### config.mk
export PLATFORM = sky130hd
export DESIGN_NAME = acd_clock_divider
export DESIGN_NICKNAME = d
export VERILOG_FILES = /design/src/hdl/acd_pkg.sv /design/src/hdl/acd_clock_divider.sv
export SDC_FILE = /design/constraint.sdc
export NUM_CORES = 1
export LEC_CHECK = 0
export ABC_AREA = 1
export BUFFER_PORTS_ARGS = -buffer_cell sky130_fd_sc_hd__buf_2
export CORE_ASPECT_RATIO = 0.8
export CORE_MARGIN = 3
export CORE_UTILIZATION = 60
export DETAILED_ROUTE_END_ITERATION = 7
export GPL_TIMING_DRIVEN = 0
export PLACE_DENSITY = 0.78
export SYNTH_ARGS = -nofsm -noshare
export SYNTH_HDL_FRONTEND = slang
export SYNTH_SLANG_ARGS = --single-unit
### constraint.sdc
create_clock -name clk -period 2.63 [get_ports clk]
set_input_delay 0.263 -clock clk [delete_from_list [all_inputs] [get_ports clk]]
set_output_delay 0.263 -clock clk [all_outputs]
set_load 0.02 [all_outputs]
### src/hdl/acd_pkg.sv
// Behaviour
// system clock runs at 500kHz and is also the converter sampling clock
// external clock passes a divide-by-two chain; divide field picks stage count
// acquisition times scale linearly with derived clock relative to 500kHz
// bus field sets bus conversion time, shunt field sets shunt conversion time
// conversion setting 3 takes 508us at nominal clock, longer when slower
// clock source and divide keep derived clock at or below 500kHz; the bench runs the external clock at /1, giving 3.9MHz
// external clock pin frequency stays at or below 4MHz
`default_nettype none
package acd_pkg;
	localparam int unsigned CLK_FREQ_HZ  = 250_000_000;
	localparam int unsigned SYS_FREQ_HZ  = 500_000;
	localparam int unsigned OSC_DIV_CYC  = CLK_FREQ_HZ / SYS_FREQ_HZ;
	localparam int unsigned OSC_CNT_W    = 9;
	localparam int unsigned DIV_STAGES   = 3;
	localparam int unsigned DIV_SEL_W    = 2;
	localparam int unsigned CONV_W       = 4;
	localparam int unsigned TICK_W       = 20;
	localparam int unsigned REF_SETTING  = 3;
	localparam int unsigned ACQ_REF_US   = 508;
	localparam int unsigned ACQ_REF_TICKS = ACQ_REF_US * (SYS_FREQ_HZ / 1_000) / 1_000;

	typedef enum logic [1:0] {
		ACD_IDLE,
		ACD_BUS,
		ACD_SHUNT
	} acd_state_t;

	typedef struct packed {
		logic [CONV_W-1:0] busConversionField;
		logic [CONV_W-1:0] shuntConversionField;
	} acd_conv_cfg_t;

	typedef struct packed {
		logic busy;
		logic phaseShunt;
		logic busDone;
		logic shuntDone;
	} acd_status_t;
endpackage
`default_nettype wire

### src/hdl/acd_clock_divider.sv
`timescale 1ns/10ps
`default_nettype none
module acd_clock_divider (
	input  wire logic                            clk,
	input  wire logic                            nrst,
	input  wire logic                            ce,
	input  wire logic                            extClockSel,
	input  wire logic [acd_pkg::DIV_SEL_W-1:0]   clockDivideField,
	input  wire logic                            externalClockInput,
	input  wire acd_pkg::acd_conv_cfg_t          convCfg,
	input  wire logic                            convStart,
	output logic                                 sysTick,
	output acd_pkg::acd_status_t                 status
);
	logic [acd_pkg::OSC_CNT_W-1:0]  oscCnt_r;
	logic                           extIn_r;
	logic [acd_pkg::DIV_STAGES-1:0] stage_r;
	logic [acd_pkg::DIV_STAGES:0]   stageRise;
	logic                           tickNxt;
	logic                           sysTick_r;
	acd_pkg::acd_state_t            state_r;
	logic [acd_pkg::TICK_W-1:0]     tickCnt_r;
	logic [acd_pkg::TICK_W-1:0]     target_r;
	logic                           busDone_r;
	logic                           shuntDone_r;
	logic                           phaseEnd;

	localparam logic [acd_pkg::OSC_CNT_W-1:0] OSC_LAST = acd_pkg::OSC_CNT_W'(acd_pkg::OSC_DIV_CYC - 1);
	localparam logic [acd_pkg::TICK_W-1:0]    REF_TICKS = acd_pkg::TICK_W'(acd_pkg::ACQ_REF_TICKS);

	// ticks for a setting: reference doubles per step above 3, halves below
	function automatic logic [acd_pkg::TICK_W-1:0] convTicks(input logic [acd_pkg::CONV_W-1:0] s);
		logic [acd_pkg::TICK_W-1:0] t;
		t = REF_TICKS;
		if (s >= acd_pkg::CONV_W'(acd_pkg::REF_SETTING)) begin
			t = REF_TICKS << (s - acd_pkg::CONV_W'(acd_pkg::REF_SETTING));
		end else begin
			t = REF_TICKS >> (acd_pkg::CONV_W'(acd_pkg::REF_SETTING) - s);
		end
		return t;
	endfunction

	// internal oscillator: one tick every 500 fast cycles gives 500kHz
	always_ff @(posedge clk or negedge nrst) begin
		if (!nrst) begin
			oscCnt_r <= '0;
		end else if (ce) begin
			if (oscCnt_r == OSC_LAST) begin
				oscCnt_r <= '0;
			end else begin
				oscCnt_r <= oscCnt_r + acd_pkg::OSC_CNT_W'(1);
			end
		end
	end

	// pin is synchronous; hysteresis of the input buffer is left to the pad
	always_ff @(posedge clk or negedge nrst) begin
		if (!nrst) begin
			extIn_r <= 1'b0;
		end else if (ce) begin
			extIn_r <= externalClockInput;
		end
	end

	// each stage toggles on the rising edge of the one before it
	always_comb begin
		stageRise[0] = externalClockInput & ~extIn_r;
		for (int k = 0; k < acd_pkg::DIV_STAGES; k++) begin
			stageRise[k+1] = stageRise[k] & ~stage_r[k];
		end
	end

	always_ff @(posedge clk or negedge nrst) begin
		if (!nrst) begin
			stage_r <= '0;
		end else if (ce) begin
			for (int k = 0; k < acd_pkg::DIV_STAGES; k++) begin
				if (stageRise[k]) begin
					stage_r[k] <= ~stage_r[k];
				end
			end
		end
	end

	assign tickNxt = extClockSel ? stageRise[clockDivideField] : (oscCnt_r == OSC_LAST);

	always_ff @(posedge clk or negedge nrst) begin
		if (!nrst) begin
			sysTick_r <= 1'b0;
		end else if (ce) begin
			sysTick_r <= tickNxt;
		end
	end

	assign sysTick = sysTick_r & ce;

	// conversion lengths count system ticks, so a slower clock stretches them
	assign phaseEnd = sysTick && (tickCnt_r == target_r - acd_pkg::TICK_W'(1));

	always_ff @(posedge clk or negedge nrst) begin
		if (!nrst) begin
			state_r   <= acd_pkg::ACD_IDLE;
			tickCnt_r <= '0;
			target_r  <= '0;
		end else if (ce) begin
			unique case (state_r)
				acd_pkg::ACD_IDLE: begin
					tickCnt_r <= '0;
					if (convStart) begin
						target_r <= convTicks(convCfg.busConversionField);
						state_r  <= acd_pkg::ACD_BUS;
					end
				end
				acd_pkg::ACD_BUS: begin
					if (phaseEnd) begin
						tickCnt_r <= '0;
						target_r  <= convTicks(convCfg.shuntConversionField);
						state_r   <= acd_pkg::ACD_SHUNT;
					end else if (sysTick) begin
						tickCnt_r <= tickCnt_r + acd_pkg::TICK_W'(1);
					end
				end
				acd_pkg::ACD_SHUNT: begin
					if (phaseEnd) begin
						tickCnt_r <= '0;
						state_r   <= acd_pkg::ACD_IDLE;
					end else if (sysTick) begin
						tickCnt_r <= tickCnt_r + acd_pkg::TICK_W'(1);
					end
				end
			endcase
		end
	end

	always_ff @(posedge clk or negedge nrst) begin
		if (!nrst) begin
			busDone_r   <= 1'b0;
			shuntDone_r <= 1'b0;
		end else if (ce) begin
			busDone_r   <= phaseEnd && (state_r == acd_pkg::ACD_BUS);
			shuntDone_r <= phaseEnd && (state_r == acd_pkg::ACD_SHUNT);
		end else begin
			busDone_r   <= 1'b0;
			shuntDone_r <= 1'b0;
		end
	end

	always_comb begin
		status.busy       = (state_r != acd_pkg::ACD_IDLE);
		status.phaseShunt = (state_r == acd_pkg::ACD_SHUNT);
		status.busDone    = busDone_r;
		status.shuntDone  = shuntDone_r;
	end

	// helper: ticks seen in the current phase; it restarts on a change of state,
	// not on phaseEnd, so the length checks do not lean on the counter they judge
	acd_pkg::acd_state_t            phasePrev_r;
	logic [acd_pkg::TICK_W-1:0]     phaseTicks_r;
	always_ff @(posedge clk or negedge nrst) begin
		if (!nrst) begin
			phasePrev_r  <= acd_pkg::ACD_IDLE;
			phaseTicks_r <= '0;
		end else if (ce) begin
			phasePrev_r <= state_r;
			if (state_r == acd_pkg::ACD_IDLE) begin
				phaseTicks_r <= '0;
			end else if (state_r != phasePrev_r) begin
				phaseTicks_r <= acd_pkg::TICK_W'(sysTick);
			end else if (sysTick) begin
				phaseTicks_r <= phaseTicks_r + acd_pkg::TICK_W'(1);
			end
		end
	end

	osc_period_a: assert property (@(posedge clk) disable iff (!nrst)
		(ce && !extClockSel && oscCnt_r == OSC_LAST) |=> (oscCnt_r == '0) && (sysTick_r == 1'b1))
		else $error("internal tick not produced at end of oscillator period");

	osc_quiet_a: assert property (@(posedge clk) disable iff (!nrst)
		(ce && !extClockSel && oscCnt_r != OSC_LAST) |=> !sysTick_r)
		else $error("internal tick outside oscillator period end");

	div_select_a: assert property (@(posedge clk) disable iff (!nrst)
		(ce && extClockSel && externalClockInput && !extIn_r && stage_r[0] && clockDivideField != '0)
		|=> !sysTick_r)
		else $error("divided tick fired on an odd input edge");

	div_bypass_a: assert property (@(posedge clk) disable iff (!nrst)
		(ce && extClockSel && clockDivideField == '0 && externalClockInput && !extIn_r) |=> sysTick_r)
		else $error("undivided external edge did not tick");

	phase_len_a: assert property (@(posedge clk) disable iff (!nrst)
		(ce && phaseEnd) |-> (phaseTicks_r + acd_pkg::TICK_W'(1) == target_r))
		else $error("phase ended at wrong tick count");

	phase_cap_a: assert property (@(posedge clk) disable iff (!nrst)
		(ce && status.busy && state_r == phasePrev_r) |-> (phaseTicks_r < target_r))
		else $error("phase ran past its tick count");

	phase_hold_a: assert property (@(posedge clk) disable iff (!nrst)
		(ce && status.busy && !phaseEnd) |=> $stable(state_r) && $stable(target_r))
		else $error("phase or length changed before the phase ended");

	freeze_hold_a: assert property (@(posedge clk) disable iff (!nrst)
		!ce |=> $stable(oscCnt_r) && $stable(stage_r) && $stable(sysTick_r) && $stable(tickCnt_r))
		else $error("state moved while clock enable was low");

	bus_target_a: assert property (@(posedge clk) disable iff (!nrst)
		(ce && state_r == acd_pkg::ACD_IDLE && convStart)
		|=> (target_r == $past(convTicks(convCfg.busConversionField))) && status.busy)
		else $error("bus phase loaded wrong length");

	shunt_target_a: assert property (@(posedge clk) disable iff (!nrst)
		(ce && state_r == acd_pkg::ACD_BUS && phaseEnd)
		|=> status.phaseShunt && busDone_r && (target_r == $past(convTicks(convCfg.shuntConversionField))))
		else $error("shunt phase loaded wrong length");

	ref_setting_a: assert property (@(posedge clk) disable iff (!nrst)
		(ce && state_r == acd_pkg::ACD_IDLE && convStart
			&& convCfg.busConversionField == acd_pkg::CONV_W'(acd_pkg::REF_SETTING))
		|=> (target_r == REF_TICKS))
		else $error("setting 3 is not 254 system ticks");
endmodule // acd_clock_divider
`default_nettype wire

# After elaboration in Yosys (flattened, before gate mapping)
# Index checks and enable logic that the tools add are counted.
# W data, S select, Z words.
# op_classes
addsub	7
n_mul	0
div_mod_pow	0
n_lt_le_gt_ge	3
eq_ne	8
shifts	4
mux	18
bitwise	9
n_reduce_logical	13
# op_table
cell	count
$mux W20	6
$pmux W20 S2	2
$shl A8 B4 Y20 const A	2
$shr A8 B4 Y20 const A	2
$add A20 B1 Y20 const B	1
$eq A20 B20 Y1	1
$sub A20 B1 Y20 const B	1
$add A9 B1 Y9 const B	1
$eq A9 B9 Y1 const B	1
$mux W9	1
$ge A4 B2 Y1 const B	2
$reduce_and A2 Y1	4
$reduce_and A4 Y1	2
$sub A2 B4 Y4 const A	2
$sub A4 B2 Y4 const B	2
$mux W2	3
$pmux W2 S3	1
$and A1 B1 Y1	5
$mux W1	4
$ne A2 B2 Y1 const B	2
$not A1 Y1	4
$reduce_bool A2 Y1	2
$logic_and A1 B1 Y1	3
$lt A2 B3 Y1 const B	1
7 further kinds	7
# totals
ff_bits	58
latchBits	0
ramBits	0
mem_bits_ro	0
input_bits	16
out_inout_bits	5
wordCells	73
mem_count	0

# Logic depth before layout (Yosys ltp)
# Gate-level depths: netlist of run 1.
# logic_depth
ltp_word	8
mapped_depth	17
depth_no_buf	16

# Worst setup path before layout of run 1
# No wires, ideal clock.
# synth_path
kind	reg2reg
startpoint	register target_r[0] in the netlist's numbering
endpoint	register target_r[2] in the netlist's numbering
setup_ns	0.117
arrival_time_ns	1.943
required_ns	2.513
path_slack_ns	0.570
path_stages_with_launch	15
n_path_buf	1
synth_period_minus_slack_ns	2.060
cell_sequence	dfrtp_1 > inv_1 > ha_1 > nand3_2 > nor2_4 > nand3_2 > o21bai_1 > nand2_1 > nor2_1 > nand4_1 > nand2_2 > nand2_2 > buf_6 > nand2_1 > nand2_1
# synth_via
elab_chain_cells	5
# synth_lines
item	line	text
start: declaration	acd_clock_divider.sv:23	logic [acd_pkg::TICK_W-1:0] target_r;
start signal: assignment	acd_clock_divider.sv:110	target_r <= convTicks(convCfg.busConversionField);
start signal: assignment	acd_clock_divider.sv:117	target_r <= convTicks(convCfg.shuntConversionField);
$sub A20 B1 Y20	acd_clock_divider.sv:98	assign phaseEnd = sysTick && (tickCnt_r == target_r - acd_pkg::TICK_W'(1));
$eq A20 B20 Y1	acd_clock_divider.sv:98	
$logic_and A1 B1 Y1	acd_clock_divider.sv:98	
$ne A2 B2 Y1 (no line)	--	
$reduce_and A4 Y1 (no line)	--	
# Every way passes these cells.
# A chain may end at the register's enable or synchronous reset.

# Final worst setup path of run 1
# layout_path
startpoint	register target_r[0] in the netlist's numbering
endpoint	register target_r[6] in the netlist's numbering
# The elaborated chain is that of the path after synthesis.

==> results of run 1 <==
## placed cells by master, fill, tap and decap left out, types with 4 or more instances in the layout
cell type  instances
nand2_1          187
inv_1             82
nor2_1            70
dfrtp_1           58
nand3_1           47
o21ai_0           34
ha_1              28
buf_2             19
o22ai_1           16
xor2_1            15
a21oi_1           15
xnor2_1           13
clkbuf_8          10
nand4_1            9
nor3_1             8
nor2_2             7
clkbuf_1           7
buf_4              7
inv_2              5
or2_2              4
o31ai_1            4
nor4_1             4
## worst max-delay path by stage
stage,slack [ns],from,endpoint,cells after the start
2_1_floorplan,0.57,target_r[0],target_r[2],14
4_1_cts,0.06,target_r[0],tickCnt_r[18],12
6_report,0.18,target_r[0],target_r[6],17
5_1_grt,-0.01,target_r[0],target_r[14],17
3_3_place_gp,0.07,target_r[0],tickCnt_r[18],12
3_5_place_dp,0.07,target_r[0],tickCnt_r[18],12
## through the flow
step,setup WS (ns),cells,TNS (ns),cell area (µm²),hold slack [ns]
after floorplan,0.5700,660,0,4541,-0.03259
after global routing,-0.01297,784,-0.05292,4967,0.02402
final,0.1800,784,0,4967,-0.02771
after global placement,0.07252,766,0,4745,0.4520
after CTS,0.06104,782,0,4925,0.1472
after detailed placement,0.06569,766,0,4745,0.4689
## state kept, by name, summed over array words and instances, names as in the netlist
name / flops
busDone_r: 1
shuntDone_r: 1
target_r: 20
tickCnt_r: 20
sysTick_r: 1
state_r: 2
oscCnt_r: 9
stage_r: 3
extIn_r: 1
## metal layers
layer  track usage, %  part of all wire, %  vias to the layer above
li1                 -                    -                     2199
met1            42.14                   48                     2067
met2            38.85                   42                      188
met3            6.182                  8.5                       10
met4            5.529                 0.96                        0
met5                0                    0                        -
## power by group
part | internal [W] | total (W) | switching (W)
Sequential | 0.00111 | 0.00136 | 0.000243
Combinational | 0.000792 | 0.00223 | 0.00144
Clock | 0.000366 | 0.000742 | 0.000376
## layout make-up
class                      count  share of cell area [%]
tap                           87                   2.191
sequential                    58                   29.22
timing repair buffer          21                   2.267
clock buffer                  10                   2.771
clock inverter                 6                  0.8564
buffer                        15                   1.914
inverter                      88                   6.650
multi-input combinational    499                   54.13
## synth_stat cells (2+ instances only)
cell       instances
a31oi_1            3
inv_2              4
nor2_1            72
xor2_1            15
buf_6              3
nor2_2             5
nor4_1             4
xnor2_1           13
clkbuf_1           7
o2111ai_1          3
ha_1              29
dfrtp_1           58
and2_1             2
o22ai_1           16
o31ai_1            4
inv_1             83
o221ai_1           2
nand2_1          187
nor3_2             2
nand4_1            9
o21bai_1           3
nand2_2            4
a21oi_1           15
nand3_2            3
o21ai_0           34
nand3_1           48
buf_4              4
nor3_1             8
o32ai_1            2
or2_2              4
nor2_4             2
nand3b_1           3
o21ai_1            2
## logic make-up after synthesis
kind of cell	Yosys count	synth area share (%)
simple gates	355	33.95
buf+inv	103	9.369
compound gates	87	11.33
flops	58	31.96
xor+xnor	28	5.401
fa+ha+maj	29	7.991
## critical path, stage by stage (launching register included)
cell	delay (ns)
dfrtp_1	0.41
inv_2	0.10
ha_2	0.25
nand3_4	0.12
nor2_4	0.22
buf_4	0.14
nand2_1	0.04
nand2_1	0.05
nand2_1	0.05
nor2_1	0.11
nand2_1	0.09
nor2_2	0.12
nand4_1	0.15
nand2_2	0.15
nand2_2	0.07
buf_6	0.16
nand2_1	0.05
nand2_1	0.05
## repair_timing
item | 4_1_cts | 5_1_grt
setup buffers | 0 | 2
hold endpoints to repair | 0 | 0
gates resized for setup | 0 | 7
setup endpoints to repair | 0 | 42
==> summary.md, run 1 <==
| Metric | Value |
|---|---|
| Setup Skew | 0.01363 ns |
| Status | complete, but fails checks |
| Fmax | 408.2 MHz |
| Mapped Area | 4541 µm² |
| Starting Density | 64.00% |
| DRC | 0 |
| Worst-path maximum fanout | 10 |
| Area Growth Syn to Fin | 9.396% |
| Detail Route Antenna Nets | 0 |
| Peak VDD IR | 0.0005375 V |
| Vias in the first global route | 4014 |
| Crit end category | register |
| First-pass GRT wire length | 18.84 mm |
| Yosys reg bits | 58 |
| R2r worst-path depth | 17 |
| Final #Nets | 737 |
| Gpl congestion | 0.9273 |
| Final Hold Vio Count | 14 |
| GRT Util Overall | 27.32% |
| Failing checks | negative hold slack |
| Fin crit share | 93.16% |
| Worst reg-to-reg setup slack | 0.18 ns |
| Detailed-route via count | 4464 |
| H-tree depth | 3 |
| First drt pass iteration count | 5 |
| Leak | 2.543 nW |
| Synth area leader | dfrtp_1 |
| Hold Slack | -0.02771 ns |
| Final wirelength | 11.37 mm |
| Top cells by area, synth | dfrtp_1 32%, nand2_1 15%, ha_1 8.0% |
| FF+latch area | 1451 µm² |
| Yosys warning count | 0 |
| Total power | 0.004334 W |
| Final HPWL DP | 8.849 mm |
| Max Slew Vio Count | 0 |
| Die width | 103.3 µm |
| CP Class | reg -> reg |
| Tmin final | 2.450 ns |
| Clk root buf | clkbuf_8 |
| Power density cells | 872.5 nW/µm² |
| Multi-input combinational cell area | 2689 µm² |
| Max clock buf depth | 2 |
| Port bufs | 19 |
| Yosys cell types | 40 |
| Ant diodes | 0 |
| Utilization after layout | 70.02% |
| EDFF count, synth | 0 |
| CORE AREA | 7094 µm² |
| FFs w/ async S/R, synth | 100.0% |
| Layout cells sized above 1 | 10.76% |
| Post-synth top area share | 31.96% |
| CP Launch Type | register |
| CTS Buf Count | 9 |
| CP Data Required Time | 2.86 ns |
| Slew HR | 50.35% |
| R2r endpoint | target_r[6] |
| Post-synthesis sequential area ratio | 31.96% |
| Reg clk slew, reported paths | 0.07 ns |
| Mapped Avg Cell Area | 6.880 µm² |
| Die ar. | 8654 µm² |
| Post-synthesis instance total | 660 |
| Pin count of the biggest net entering global routing | 59 |
| Worst R2R Start | target_r[0] |
| Clock latency on the worst-skew pair | 0.34 ns |
| Initial antenna violation count | 0 |
| Hold_buf cts | 0 |
| # Max-Cap Violations | 0 |
| Congestion Overflow GR | 0 |
| Crit path DAT | 2.68 ns |
| WL/cell | 14.50 µm |
| TritonCTS clock tree | built |
| Hold crit path type | in -> async |
| Slew @ Worst Pin | 0.7447 ns |
| DR vias/cell | 5.694 |
| Clk sinks | 58 |
| Row cnt | 27 |
| Die Y | 83.81 µm |
| I/O pin cnt | 21 |
| 1st-iter DRT viols | 383 |
| Ys flop type | dfrtp_1 |
| Fill cells | 615 |
| Final setup fails | 0 |
| Synthesized netlist net count | 705 |
(Power assumes the default switching activity.)
==> run 2: changes to the inputs <==
--- a/config.mk
+++ b/config.mk
@@ -12,6 +12,7 @@
 export CORE_UTILIZATION = 60
 export DETAILED_ROUTE_END_ITERATION = 7
 export GPL_TIMING_DRIVEN = 0
+export HOLD_SLACK_MARGIN = 0.12
 export PLACE_DENSITY = 0.78
 export SYNTH_ARGS = -nofsm -noshare
 export SYNTH_HDL_FRONTEND = slang
==> run 2 against run 1 <==
The flow now finishes without violations. Hold slack better by 0.18 ns. Global-route usage unchanged. First-iteration DRC count down 0.78%. Die area unchanged. Worst setup slack better by 0.0023 ns. Count of clock-buffer cells in the layout unchanged. Largest power group unchanged.
==> summary.md, run 2 (synthesis gave the netlist of run 1 again) <==
| Metric | Value |
|---|---|
| Max Slew Vio Count | 0 (unchanged) |
| Grt met2 use | 38.85% (unchanged) |
| Final setup fails | 0 (unchanged) |
| Detailed-route via count | 4413 (-1.1%) |
| Detail Route Antenna Nets | 0 (unchanged) |
| Total power | 0.004333 W (about the same) |
| Global-route met1 utilization | 42.14% (unchanged) |
| Starting Density | 64.00% (unchanged) |
| Die width | 103.3 µm (unchanged) |
| Gpl congestion | 0.9273 (unchanged) |
| First drt pass iteration count | 5 (unchanged) |
| Area Growth Syn to Fin | 9.617% |
| Layout cells sized above 1 | 10.74% (-0.015 points) |
| Fin crit share | 93.07% (about the same) |
| Worst-path maximum fanout | 10 (unchanged) |
| Setup Skew | 0.01350 ns (-0.0001263 ns) |
| GRT Util Overall | 27.32% (unchanged) |
| Sw Pwr | 0.002059 W (about the same) |
| CTS Buf Count | 9 (unchanged) |
| Part of the power in combinational logic | 51.6% (about the same) |
| Clock power share | 17.1% (about the same) |
| # Max-Cap Violations | 0 (unchanged) |
| Power density cells | 870.5 nW/µm² (-0.22%) |
| Hold crit path type | in -> reg |
| CP Launch Type | register |
| Commonest cells after routing, fill and taps aside | 187 x nand2_1, 82 x inv_1, 70 x nor2_1, 58 x dfrtp_1, 47 x nand3_1 |
| Die ar. | 8654 µm² (unchanged) |
| Int Pwr | 0.002274 W (about the same) |
| Final Hold Vio Count | 0 (-14) |
| I/O pin cnt | 21 (unchanged) |
| CORE AREA | 7094 µm² (unchanged) |
| Die Y | 83.81 µm (unchanged) |
| Sequential power share | 31.3% (about the same) |
| Final #Nets | 738 (+0.14%) |
| DR vias/cell | 5.622 (-1.3%) |
| Status | finished clean |
| Commonest non-fill, non-tap cell in the layout | nand2_1 |
| Net Sw Frac | 47.52% (about the same) |
| Initial antenna violation count | 0 (unchanged) |
| Row cnt | 27 (unchanged) |
| TritonCTS clock tree | built |
| Final HPWL DP | 8.849 mm (unchanged) |
| H-tree depth | 3 (unchanged) |
| Slew @ Worst Pin | 0.7420 ns (-0.002734 ns) |
| Hold Slack | 0.1559 ns (+0.1836 ns) |
| 1st-iter DRT viols | 380 (-0.78%) |
| Registers with the most flip-flops | target_r (20), tickCnt_r (20), oscCnt_r (9) |
| Clk sinks | 58 (unchanged) |
| Met3 usage | 6.182% (unchanged) |
| Clock latency on the worst-skew pair | 0.34 ns (about the same) |
| Crit path DAT | 2.67 ns (about the same) |
| Gr busiest metal | met1 |
| Congestion Overflow GR | 0 (unchanged) |
| DRC | 0 (unchanged) |
| Leak | 2.547 nW (+0.16%) |
| Clk root buf | clkbuf_8 |
| First-pass GRT wire length | 18.84 mm (unchanged) |
| Max clock buf depth | 2 (unchanged) |
| Slew HR | 50.54% (+0.18 points) |
| Final wirelength | 11.38 mm (about the same) |
| CP Data Required Time | 2.86 ns (about the same) |
| Tmin final | 2.448 ns (-0.002318 ns) |
| CP Class | reg -> reg |
| Vias in the first global route | 4014 (unchanged) |
| WL/cell | 14.49 µm (about the same) |
| Pin count of the biggest net entering global routing | 59 (unchanged) |
| Crit end category | register |
| Reg clk slew, reported paths | 0.07 ns (about the same) |
| Peak VDD IR | 0.0005372 V (about the same) |
| Fmax | 408.5 MHz (about the same) |
| Ant diodes | 0 (unchanged) |
| Port bufs | 19 (unchanged) |
==> run 2: cell types whose count changed in the layout (fill, tap and decap cells not counted), sizes merged <==
cell	change
dlygate4sd3	+1
==> run 2: worst max-delay path: stages, from the launching register on <==
cell,delay [ns]
dfrtp_1,0.41
inv_2,0.10
ha_2,0.25
nand3_4,0.12
nor2_4,0.22
buf_4,0.14
nand2_1,0.04
nand2_1,0.05
nand2_1,0.05
nor2_1,0.11
nand2_1,0.09
nor2_2,0.12
nand4_1,0.15
nand2_2,0.15
nand2_2,0.07
buf_6,0.16
nand2_1,0.06
nand2_1,0.05
==> run 2: what timing repair did <==
| item | CTS | global route |
|---|---|---|
| buffers inserted | 0 | 2 |
| endpoints found under the hold margin | 0 | 58 |
| gates resized for setup | 0 | 7 |
| setup endpoints to repair | 0 | 42 |
| hold buffers | 0 | 1 |
==> run 2: final timing paths <==
check / slack [ns] / to / startpoint / cells after the start
worst max-delay path: 0.18 / target_r[0] / target_r[0] / 17
worst min-delay path: 0.16 / extIn_r / externalClockInput / 3
worst max register to register: 0.18 / target_r[0] / target_r[0] / 17
worst min register to register: 0.48 / stage_r[2] / stage_r[2] / 1
max in group asynchronous: 1.60 / target_r[15] / nrst / 2
min in group asynchronous: 0.54 / oscCnt_r[4] / nrst / 2
==> run 2: power groups by stage <==
| stage | Combinational [W] | Clock (W) | Sequential [W] |
|---|---|---|---|
| floorplan | 0.00165 | 0 | 0.00130 |
| global placement | 0.00203 | 0 | 0.00136 |
| detailed placement | 0.00210 | 0 | 0.00137 |
| CTS | 0.00211 | 0.000758 | 0.00135 |
| global route | 0.00256 | 0.000803 | 0.00139 |
| finish | 0.00223 | 0.000741 | 0.00136 |
==> run 2: cell type report <==
| type | instances | area [µm²] |
|---|---|---|
| Buffer | 15 | 95.09 |
| Clock buffer | 10 | 137.6 |
| Clock inverter | 6 | 42.54 |
| Fill cell | 614 | 2117 |
| Inverter | 88 | 330.3 |
| Multi-Input combinational cell | 499 | 2689 |
| Sequential cell | 58 | 1451 |
| Tap cell | 87 | 108.9 |
| Timing Repair Buffer | 22 | 122.6 |
==> run 2: stage by stage <==
step	setup WS [ns]	cells	util, %	cell area [µm²]	setup TNS, ns
after detailed placement	0.06569	766	66.88	4745	0
final	0.1823	785	70.16	4977	0
after global placement	0.07252	766	66.88	4745	0
after global routing	-0.01297	785	70.16	4977	-0.05292
after CTS	0.06104	782	69.42	4925	0
after floorplan	0.5700	660	-	4541	0
==> run 2: routing by layer <==
layer	wire, µm	vias to the layer above	share of wire (%)
li1	-	2202	-
met1	5446	2032	48
met2	4841	169	43
met3	986	10	8.7
met4	100	0	0.88
met5	0	-	0
